$ cat config.mk
export PLATFORM = sky130hd
export DESIGN_NAME = csa_regs
export DESIGN_NICKNAME = d
export VERILOG_FILES = /design/src/csa_pkg.sv /design/src/csa_half_if.sv /design/src/csa_half_sel.sv /design/src/csa_regs.sv
export SDC_FILE = /design/constraint.sdc
export NUM_CORES = 1
export LEC_CHECK = 0
export ABC_AREA = 1
export ABC_CLOCK_PERIOD_IN_PS = 3640
export BUFFER_PORTS_ARGS = -buffer_cell sky130_fd_sc_hd__buf_2
export CAP_MARGIN = 20
export CORE_UTILIZATION = 40
export DETAILED_ROUTE_END_ITERATION = 8
export PLACE_DENSITY = 0.74
export SLEW_MARGIN = 20
export SYNTH_ARGS = -nofsm -noshare
export SYNTH_HDL_FRONTEND = slang
export SYNTH_SLANG_ARGS = --single-unit
$ cat constraint.sdc
create_clock -name clk -period 3.64 [get_ports clk]
set_input_delay 0.728 -clock clk [delete_from_list [all_inputs] [get_ports clk]]
set_output_delay 0.728 -clock clk [all_outputs]
set_load 0.05 [all_outputs]
$ cat src/csa_pkg.sv
// Constants, types and reset values for the status, select and table access registers
package csa_pkg;
    localparam int CSA_SEQ_W = 3;
    localparam int CSA_ID_W = 5;
    localparam int CSA_PTR_W = 13;
    localparam int CSA_HALF_W = 16;
    localparam int CSA_WORD_W = 32;
    localparam int CSA_SEG_W = 3;
    localparam int CSA_UPK_W = 5;
    localparam int CSA_ADDR_W = 8;

    localparam logic [CSA_ADDR_W-1:0] CSA_OFF_STATE = 8'h06;
    localparam logic [CSA_ADDR_W-1:0] CSA_OFF_PICK = 8'h08;
    localparam logic [CSA_ADDR_W-1:0] CSA_OFF_PTR = 8'h0a;
    localparam logic [CSA_ADDR_W-1:0] CSA_OFF_WIN = 8'h0c;
    localparam logic [CSA_ADDR_W-1:0] CSA_OFF_HIT = 8'h0e;

    // Field positions in the operating-state word
    localparam int CSA_B_HALF = 15;
    localparam int CSA_B_APPEND = 14;
    localparam int CSA_B_OSEQ = 10;
    localparam int CSA_B_OFLAG = 9;
    localparam int CSA_B_ISEQ = 6;
    localparam int CSA_B_IFLAG = 5;
    localparam int CSA_B_HOST = 4;
    localparam int CSA_B_SEG = 1;
    localparam int CSA_B_UPK = 0;
    // Chip-select and upkeep layouts
    localparam int CSA_B_ALL = 15;
    localparam int CSA_B_VACANT = 4;
    localparam int CSA_B_EDGE = 3;

    localparam logic [1:0] CSA_MASK_HI = 2'h2;
    localparam logic [1:0] CSA_MASK_LO = 2'h1;
    localparam logic [CSA_HALF_W-1:0] CSA_STW_RST = 16'h8011;

    typedef enum logic [2:0] {
        CSA_IDLE = 3'h1,
        CSA_WAIT = 3'h2,
        CSA_CAP = 3'h4
    } csa_fsm_t;

    typedef enum logic [1:0] {
        CSA_SRC_WIN = 2'h0,
        CSA_SRC_UPK = 2'h1,
        CSA_SRC_OUT = 2'h2
    } csa_src_t;

    typedef struct packed {
        csa_fsm_t fsm;
        csa_src_t src;
        logic half;
        logic [CSA_PTR_W-1:0] ptr;
        logic all_chip;
        logic [CSA_ID_W-1:0] target;
        logic append_ok;
        logic [CSA_HALF_W-1:0] state_word;
        logic [CSA_HALF_W-1:0] rdata;
        logic rvalid;
        logic busy;
        logic tbl_rd;
        logic tbl_we;
        logic [1:0] tbl_mask;
        logic [CSA_PTR_W-1:0] tbl_addr;
        logic [CSA_WORD_W-1:0] tbl_wdata;
        logic upk_we;
        logic [CSA_SEG_W:0] upk_wdata;
        logic [CSA_WORD_W-1:0] out_data;
        logic out_valid;
        logic [1:0] arb_sync;
    } csa_state_t;

    localparam csa_state_t CSA_RST_STATE = '{fsm: CSA_IDLE, src: CSA_SRC_WIN, all_chip: 1'b1,
        state_word: CSA_STW_RST, default: '0};

    typedef struct packed {
        logic half;
        logic order_seen;
    } csa_half_t;

    localparam csa_half_t CSA_HALF_RST = '{half: 1'b1, order_seen: 1'b0};
endpackage : csa_pkg

$ cat src/csa_half_if.sv
// Half-select link between the register block and its byte-order unit
`timescale 1ns/1ps
interface csa_half_if;
    logic byte_order;
    logic order_fix;
    logic step;
    logic half;
    modport sel (input byte_order, input order_fix, input step, output half);
    modport user (output byte_order, output order_fix, output step, input half);
endinterface : csa_half_if

$ cat src/csa_half_sel.sv
// Byte-order unit: tracks which 16-bit half the next window access touches
`timescale 1ns/1ps
module csa_half_sel import csa_pkg::*; (
    input wire logic clk,
    input wire logic rst,
    csa_half_if.sel hf
);
    csa_half_t q;
    csa_half_t nxt;

    always_comb begin
        nxt = q;
        nxt.order_seen = hf.byte_order;
        if (hf.order_fix) begin
            nxt.half = !hf.byte_order;
        end else if (hf.byte_order != q.order_seen) begin
            // Order flipped: restart on the new first half
            nxt.half = !hf.byte_order;
        end else if (hf.step) begin
            nxt.half = !q.half;
        end
    end

    always_ff @(posedge clk) begin
        if (rst) begin
            q <= CSA_HALF_RST;
        end else begin
            q <= nxt;
        end
    end

    assign hf.half = q.half;
endmodule : csa_half_sel

$ cat src/csa_regs.sv
// Host-port status, chip-select, table pointer and data window registers
`timescale 1ns/1ps
// Summary of operation
// - State word readable while selected and idle
// - Bit 15 names next half, resets high
// - Bit 14 holds last append result
// - Output and input sequence numbers reported
// - Bit 9 output mode or run flag
// - Bit 5 input mode or run flag
// - Bit 4 host mode, one when external
// - Bits 3..1 mirror segment count
// - Bit 0 shows upkeep submode, resets high
// - Broadcast flag set after reset
// - Select and pointer usable in all modes
// - Pointer holds 13-bit address, resets zero
// - Window port reaches word at pointer
// - Normal access moves one 16-bit half
// - Upkeep read gives vacant, edge, segment
// - Upkeep write takes edge and segment
// - Hit port addresses entry plus segment
// - Output sequence hit read gives 32 bits
// - Byte order picks first half, fix holds
module csa_regs import csa_pkg::*; (
    input wire logic clk,
    input wire logic rst,
    input wire logic soft_rst,
    input wire logic [CSA_ADDR_W-1:0] cpu_addr,
    input wire logic [CSA_HALF_W-1:0] cpu_wdata,
    input wire logic cpu_wr,
    input wire logic cpu_rd,
    output logic [CSA_HALF_W-1:0] cpu_rdata,
    output logic cpu_rvalid,
    output logic cpu_busy,
    input wire logic [CSA_ID_W-1:0] own_chip_id,
    input wire logic arbitration_select_pin,
    input wire logic port_busy,
    input wire logic append_done,
    input wire logic append_result,
    input wire logic [CSA_SEQ_W-1:0] out_seq_num,
    input wire logic [CSA_SEQ_W-1:0] in_seq_num,
    input wire logic out_mode,
    input wire logic in_mode,
    input wire logic host_mode,
    input wire logic out_seq_run,
    input wire logic in_seq_run,
    input wire logic [CSA_SEG_W-1:0] segment_count,
    input wire logic upkeep_mode,
    input wire logic byte_order_flag,
    input wire logic order_fix_flag,
    input wire logic [CSA_PTR_W-1:0] hit_entry_pointer,
    input wire logic [CSA_SEG_W-1:0] host_seg_num,
    input wire logic out_hit_rd,
    output logic [CSA_PTR_W-1:0] tbl_addr,
    output logic tbl_rd,
    output logic tbl_we,
    output logic [1:0] tbl_mask,
    output logic [CSA_WORD_W-1:0] tbl_wdata,
    input wire logic [CSA_WORD_W-1:0] tbl_rdata,
    output logic upk_we,
    output logic [CSA_SEG_W:0] upk_wdata,
    input wire logic [CSA_UPK_W-1:0] upk_rdata,
    output logic [CSA_WORD_W-1:0] out_data_bus,
    output logic out_data_valid
);
    csa_state_t q;
    csa_state_t nxt;
    logic rst_any;
    logic sel;
    logic ext_arb;
    logic half_step;
    logic idle_go;
    logic [CSA_PTR_W-1:0] hit_addr;
    logic [CSA_HALF_W-1:0] sw;
    logic [CSA_HALF_W-1:0] pick_word;

    csa_half_if hf ();

    csa_half_sel u_half (
        .clk(clk),
        .rst(rst_any),
        .hf(hf)
    );

    assign rst_any = rst | soft_rst;
    assign hf.byte_order = byte_order_flag;
    assign hf.order_fix = order_fix_flag;
    assign hf.step = half_step;
    assign ext_arb = q.arb_sync[1];
    assign hit_addr = hit_entry_pointer + CSA_PTR_W'(host_seg_num);
    assign idle_go = (q.fsm == CSA_IDLE) && !out_hit_rd;

    always_comb begin
        nxt = q;
        half_step = 1'b0;
        nxt.arb_sync = {q.arb_sync[0], arbitration_select_pin};
        nxt.rvalid = 1'b0;
        nxt.tbl_rd = 1'b0;
        nxt.tbl_we = 1'b0;
        nxt.upk_we = 1'b0;
        nxt.out_valid = 1'b0;

        sw = '0;
        sw[CSA_B_HALF] = hf.half;
        sw[CSA_B_APPEND] = q.append_ok;
        sw[CSA_B_OSEQ +: CSA_SEQ_W] = out_seq_num;
        sw[CSA_B_ISEQ +: CSA_SEQ_W] = in_seq_num;
        sw[CSA_B_OFLAG] = ext_arb ? out_seq_run : out_mode;
        sw[CSA_B_IFLAG] = ext_arb ? in_seq_run : in_mode;
        sw[CSA_B_HOST] = ext_arb ? 1'b1 : host_mode;
        sw[CSA_B_SEG +: CSA_SEG_W] = segment_count;
        sw[CSA_B_UPK] = upkeep_mode;
        nxt.state_word = sw;

        pick_word = '0;
        pick_word[CSA_B_ALL] = q.all_chip;
        pick_word[CSA_ID_W-1:0] = q.target;

        if (append_done) begin
            nxt.append_ok = append_result;
        end

        // Broadcast, or our own id picked by the host
        sel = q.all_chip || (q.target == own_chip_id);

        unique case (q.fsm)
            CSA_IDLE: begin
                if (out_hit_rd) begin
                    // Output sequence wins: the host stays off the windows then
                    nxt.tbl_addr = hit_addr;
                    nxt.tbl_rd = 1'b1;
                    nxt.src = CSA_SRC_OUT;
                    nxt.fsm = CSA_WAIT;
                end else if (cpu_wr && (sel || cpu_addr == CSA_OFF_PICK)) begin
                    // Select writes land even when deselected so the chip can rejoin
                    case (cpu_addr)
                        CSA_OFF_PICK: begin
                            nxt.all_chip = cpu_wdata[CSA_B_ALL];
                            nxt.target = cpu_wdata[CSA_ID_W-1:0];
                        end
                        CSA_OFF_PTR: begin
                            nxt.ptr = cpu_wdata[CSA_PTR_W-1:0];
                        end
                        CSA_OFF_WIN, CSA_OFF_HIT: begin
                            if (!port_busy) begin
                                nxt.tbl_addr = (cpu_addr == CSA_OFF_WIN) ? q.ptr : hit_addr;
                                if (upkeep_mode && cpu_addr == CSA_OFF_WIN) begin
                                    // Vacant flag is not host-writable
                                    nxt.upk_we = 1'b1;
                                    nxt.upk_wdata = {cpu_wdata[CSA_B_EDGE],
                                        cpu_wdata[CSA_SEG_W-1:0]};
                                end else begin
                                    nxt.tbl_we = 1'b1;
                                    nxt.tbl_mask = hf.half ? CSA_MASK_HI : CSA_MASK_LO;
                                    nxt.tbl_wdata = {cpu_wdata, cpu_wdata};
                                    half_step = 1'b1;
                                end
                            end
                        end
                        default: begin
                        end
                    endcase
                end else if (cpu_rd && sel) begin
                    case (cpu_addr)
                        CSA_OFF_STATE: begin
                            nxt.rdata = q.state_word;
                            nxt.rvalid = 1'b1;
                        end
                        CSA_OFF_PICK: begin
                            nxt.rdata = pick_word;
                            nxt.rvalid = 1'b1;
                        end
                        CSA_OFF_PTR: begin
                            nxt.rdata = CSA_HALF_W'(q.ptr);
                            nxt.rvalid = 1'b1;
                        end
                        CSA_OFF_WIN, CSA_OFF_HIT: begin
                            if (!port_busy) begin
                                nxt.tbl_addr = (cpu_addr == CSA_OFF_WIN) ? q.ptr : hit_addr;
                                nxt.tbl_rd = 1'b1;
                                nxt.fsm = CSA_WAIT;
                                nxt.half = hf.half;
                                if (upkeep_mode && cpu_addr == CSA_OFF_WIN) begin
                                    nxt.src = CSA_SRC_UPK;
                                end else begin
                                    nxt.src = CSA_SRC_WIN;
                                    half_step = 1'b1;
                                end
                            end
                        end
                        default: begin
                            nxt.rdata = '0;
                            nxt.rvalid = 1'b1;
                        end
                    endcase
                end
            end
            CSA_WAIT: begin
                // Table answers one cycle after its read strobe
                nxt.fsm = CSA_CAP;
            end
            CSA_CAP: begin
                nxt.fsm = CSA_IDLE;
                unique case (q.src)
                    CSA_SRC_OUT: begin
                        nxt.out_data = tbl_rdata;
                        nxt.out_valid = 1'b1;
                    end
                    CSA_SRC_UPK: begin
                        nxt.rdata = CSA_HALF_W'(upk_rdata);
                        nxt.rvalid = 1'b1;
                    end
                    CSA_SRC_WIN: begin
                        nxt.rdata = q.half ? tbl_rdata[CSA_WORD_W-1:CSA_HALF_W]
                            : tbl_rdata[CSA_HALF_W-1:0];
                        nxt.rvalid = 1'b1;
                    end
                    default: begin
                    end
                endcase
            end
        endcase
        nxt.busy = (nxt.fsm != CSA_IDLE);
    end

    always_ff @(posedge clk) begin
        if (rst_any) begin
            q <= CSA_RST_STATE;
        end else begin
            q <= nxt;
        end
    end

    assign cpu_rdata = q.rdata;
    assign cpu_rvalid = q.rvalid;
    assign cpu_busy = q.busy;
    assign tbl_addr = q.tbl_addr;
    assign tbl_rd = q.tbl_rd;
    assign tbl_we = q.tbl_we;
    assign tbl_mask = q.tbl_mask;
    assign tbl_wdata = q.tbl_wdata;
    assign upk_we = q.upk_we;
    assign upk_wdata = q.upk_wdata;
    assign out_data_bus = q.out_data;
    assign out_data_valid = q.out_valid;
endmodule : csa_regs

* After elaboration in Yosys (flattened, before gate mapping) *
Index checks and enable logic that the tools add are counted.

cells by class
  add/sub/neg operators = 1
  equality and inequality tests = 22
  muxes and demuxes = 44
  bitwise logic cells = 8
  reduce and logical (&&, ||, !) cells = 27

operators by type and width
  kind                                           count
  two-way mux 53 bit                             2
  two-way mux 13 bit                             6
  one-hot mux 17 bit (2 select lines)            2
  one-hot mux 17 bit (4 select lines)            1
  two-way mux 17 bit                             3
  two-way mux 33 bit                             1
  == test 8 x 4 -> 1 bit, second input constant  4
  two-way mux 32 bit                             1
  two-way mux 6 bit                              4
  AND reduction 6 bit                            4
  two-way mux 1 bit                              18
  two-way mux 16 bit                             1
  adder 13 x 3 -> 13 bit                         1
  two-way mux 5 bit                              2
  AND reduction 5 bit                            2
  inequality test 3 bit, second input constant   3
  one-hot mux 3 bit (3 select lines)             1
  == test 8 x 3 -> 1 bit, second input constant  1
  inequality test 2 bit, second input constant   4
  AND reduction 4 bit                            2
  OR reduction 2 bit                             4
  NOT 1 bit                                      7
  nonzero test 2 bit                             3
  nonzero test 3 bit                             2
  18 further kinds                               23

storage, ports and cells
  bits in registers = 151
  input port bits = 109

* Logic depth before layout (Yosys ltp) *
  word-level depth = 12
  gate-level depth with buffers = 13
  gate-level depth less buffers = 13

* By module *
Synthesis repeated with hierarchy kept, for this count alone.

unflattened totals
  cells, all modules = 1092
  area total of the unflattened synthesis = 7334.5 µm²

by module, submodules not included
  module        times used  cells each  area each (µm²)  seq. area each (µm²)
  csa_regs      1           1076        7236.9           2642.5
  csa_half_sel  1           16          97.6             40.0

* Worst setup path after synthesis *
No wires, ideal clock.

  kind = in2reg
  start = input port hit_entry_pointer[0]
  end = register q, in the netlist tbl_addr[4]
  arrival = 2128 ps
  data required time = 3574 ps
  path slack = 1446 ps
  stages = 10
  cells stage by stage = ha_1 fa_1 nand2_1 a21oi_1 and2_1 o31ai_1 nand2_1 nand2_1 nand2_1 nor2_1

between the ends
  longest elaborated chain between the ends = 7

RTL lines
  what                      line                              RTL
  start, declared           csa_regs.sv:50                    input wire logic [CSA_PTR_W-1:0] hit_entry_pointer,
  adder 13 x 3 -> 13 bit *  csa_regs.sv:89                    assign hit_addr = hit_entry_pointer + CSA_PTR_W'(host_seg_num);
  two-way mux 13 bit        csa_regs.sv:145, csa_regs.sv:178
  two-way mux 13 bit        csa_regs.sv:177                   if (!port_busy) begin
  two-way mux 13 bit        csa_regs.sv:163                   case (cpu_addr)
  two-way mux 13 bit        csa_regs.sv:162                   end else if (cpu_rd && sel) begin
  two-way mux 13 bit        csa_regs.sv:133                   end else if (cpu_wr && (sel || cpu_addr == CSA_OFF_PICK)) begin
  two-way mux 13 bit *      csa_regs.sv:127                   if (out_hit_rd) begin
  end signal, assigned      csa_regs.sv:229                   q <= nxt;
  end, declared             csa_regs.sv:65                    csa_state_t q;

Mark *: on every way between the ends. The rest lies on a longest branch, timed or not. The select of a mux whose other input is x is not followed.
A chain may end at the register's enable or synchronous reset.

* Worst setup path in the final report *
  start = register q[148] (netlist name)
  end = register q, in the netlist tbl_mask[0]

between the ends
  longest elaborated chain between the ends = 2

RTL lines
  what                           line             RTL
  == test 3 x 1 -> 1 bit         csa_regs.sv:125  unique case (q.fsm)
  AND reduction 6 bit (no line)  --

No other way between the ends.

==> results.md <==
| Item | This run |
| --- | --- |
| Pre-Repair DR Iteration Count | 5 |
| Cell types with the largest area share after synthesis | sky130_fd_sc_hd__dfxtp_1, sky130_fd_sc_hd__nand2_1, sky130_fd_sc_hd__buf_4, sky130_fd_sc_hd__nor2_1, sky130_fd_sc_hd__inv_1 |
| Startpoint class of the critical path | register |
| Relative slew slack | 27.5% |
| Post-layout net count | 1276 |
| Cell area after layout | 8380 sq um |
| Family with the most delay on the worst path | simple AND/OR/NAND/NOR gates |
| Count of nets left with antenna violations after detail routing | 0 |
| Routed via count divided by cell count | 4.77 |
| Areal power density over the cells | 429 nW/um^2 |
| Nets in the synthesized netlist | 1181 |
| CP Data Required Time | 3940 ps |
| Clk sinks | 134 |
| CTS-repair resized insts | 0 |
| Clock buffers created by TritonCTS | 17 |
| CP max-delay cell | sky130_fd_sc_hd__nand4_4 |
| Share of the yosys chip area belonging to registers | 36.5% |
| Clock-pin slew reported for the worst setup and hold paths after clock tree synthesis | 70 ps |
| Most common cell after layout, fill and taps aside | sky130_fd_sc_hd__buf_2 |
| Leakage power total | 4.11 nW |
| Setup-violating endpoint count in the final report | 0 |
| Drc violations | 0 |
| First-pass GRT wire length | 30.9 mm |
| Cells after Synth | 1068 |
| Gr ovfl total | 0 |
| Delay of the slowest cell on the worst path | 480 ps |
| Synth top area share | 36.5% |
| Initial antenna violation count | 1 |
| Placed Instance Area | 7800 sq um |
| Status | complete, no violations |
| Chip height | 138 microns |
| Fraction of synthesized area in multiplexers | 0% |
| H-tree lvl count | 4 |
| Simple-Gate Fraction of Synth Area | 32.1% |
| Post-synth cell types | 42 |
| Number of setup buffers added after CTS | 0 |
| Ys Warns | 0 |
| Top-Level Pins | 214 |
| Most repeated library cell on the critical path | sky130_fd_sc_hd__inv_2 |
| Mapped cell area | 7360 sq um |
| CP arrival | 2940 ps |
| Flip-flop and latch count after synthesis | 134 |
| Average size of a mapped cell | 6.89 sq um |
| Placer's final routability congestion estimate | 0.905 |
| Maximum clock rate | 0.379 GHz |
| Overall routing resource usage | 21.5% |
| Die Area | 18900 sq um |
| Adder and majority gate portion of the synthesized area | 0.782% |
| Transition time at the pin with the least slew margin | 1080 ps |
| Maxcap violations | 0 |
| DRT iter0 DRCs | 421 |
| Library cell occupying the most area in the post-synthesis netlist | sky130_fd_sc_hd__dfxtp_1 |
| Area share of xor/xnor cells in the synthesized design | 0.714% |
| Overall routed net length | 20.1 mm |
| Sequence of cells on the critical path | inv_1 > nand3_1 > inv_2 > nand2_1 > inv_2 > nand4_4 > o21ai_0 > a21oi_1 |
| RSZ-0062 raised after global routing | false |
| Portion of the clock cycle consumed by the worst path in the final layout | 72.6% |
| Area occupied by registers | 2680 sq um |
| Routed wirelength normalized by instance count | 14.3 microns |
| CTS hold repair buffers | 0 |
| Buf+Inv Stages, Crit Path | 3 |
| Hold Vio Cnt, Final | 0 |
| Element type at the critical path end | register |
| Setup TNS | 0 ps |
| Hold crit path type | reg2reg |
| Core region area | 18000 sq um |
| Total of buffers placed on input and output ports | 213 |
| Number of slew-limit violations in the final report | 0 |
| Largest clock skew in the final design | 11.7 ps |
| Maximum net fanout on the critical path | 36 |
| Final critical path time including I/O delays and setup | 2640 ps |
| Pin count of the biggest net entering global routing | 90 |
| Clock latency reported for the late side of the worst-skew pair | 430 ps |
| Filler Cell Count | 1890 |
| Starting density of the core | 40.8% |
| Dominant combinational cell family by area after synthesis | simple AND/OR/NAND/NOR gates |
| Clock root buffer master | sky130_fd_sc_hd__clkbuf_16 |
| Die Span X | 138 microns |
| HPWL after DPL | 15.2 mm |
| Multi-input gate area | 3330 sq um |
| Clk buf depth | 2 |
| CTS tree | done |
| Synth-to-layout area growth | 13.9% |
| Total vias in the final route | 6700 |
| Cell Rows | 49 |
| Type of the worst setup path | reg2reg |
| Number of global-route vias before repair | 6036 |
| Worst supply voltage drop on vdd | 0.000309 V |
| Fraction of final layout cells with drive strength greater than 1 | 25.0% |
| Area fraction in compound gates after synthesis | 11.5% |
| Commonest non-fill, non-tap cells in the layout | sky130_fd_sc_hd__buf_2, sky130_fd_sc_hd__nand2_1, sky130_fd_sc_hd__nor2_1 |
## final timing paths
check,start,end,slack [ps],cells past startpoint
setup / recovery,q[148],tbl_mask[0],1000,8
hold / removal,nxt[1],ext_arb,400,2
setup reg to reg,q[148],tbl_mask[0],1000,8
hold reg to reg,nxt[1],ext_arb,400,2
## through the flow
step                      hold WS, ps  cells  power (mW)  worst slack [ps]  utilization (%)
after global placement            397   1373        1.94               921             43.3
final                             405   1406        3.59               999             46.5
after CTS                         410   1405        3.63               979             46.5
after floorplan                   394   1068        1.82              1450                -
after global routing              429   1405        3.74               715             46.5
after detailed placement          405   1373        1.94               751             43.3
## state kept, by name (all words and copies together), names as in the netlist, 2 cells and up
register,count
cpu_rdata,16
nxt,2
out_data_bus,32
pick_word,6
q,34
tbl_addr,13
tbl_mask,2
tbl_wdata,16
upk_wdata,4
## cells by family after synthesis
family,count (synthesis)
AO/OA/AOI/OAI,149
XOR/XNOR,6
adder cells (fa/ha/maj),4
buffers and inverters,249
flip-flops,134
AND/OR/NAND/NOR,526
## tightest hold or removal path, stage by stage, from the launching register on
cell,delay (ps)
sky130_fd_sc_hd__dfxtp_1,290
sky130_fd_sc_hd__inv_1,40
sky130_fd_sc_hd__nor2_1,40
## report_power, final
part | leakage (nW) | switching [mW] | internal, mW
clock network | 0.270 | 0.711 | 0.973
logic | 2.76 | 0.271 | 0.131
registers | 1.09 | 0.0143 | 1.49
## metal layers
metal / track usage, % / wire, microns
met4: 10.5 / 664
met3: 4.89 / 1200
met2: 32.0 / 8850
met5: 0 / 0
met1: 29.0 / 9430
## Yosys cell counts, drive strengths merged
cell type / number
a21oi: 49
a31oi: 2
and2: 1
buf: 118
clkbuf: 23
clkinv: 2
dfxtp: 134
fa: 1
ha: 3
inv: 106
nand2: 218
nand3: 61
nand3b: 13
nand4: 11
nor2: 180
nor3: 28
nor3b: 9
nor4: 1
o211ai: 1
o21a: 16
o21ai: 79
o31ai: 2
or2: 4
xnor2: 4
xor2: 2
## area by class of cell
| type | instances | share of cell area [%] |
|---|---|---|
| Multi-Input combinational cell | 685 | 39.7 |
| Antenna cell | 1 | 0.0299 |
| Sequential cell | 134 | 32.0 |
| Inverter | 108 | 4.84 |
| Timing Repair Buffer | 217 | 13.1 |
| Tap cell | 229 | 3.42 |
| Clock buffer | 18 | 5.24 |
| Clock inverter | 14 | 1.66 |
Note: power is estimated with default switching activity, not from simulation.
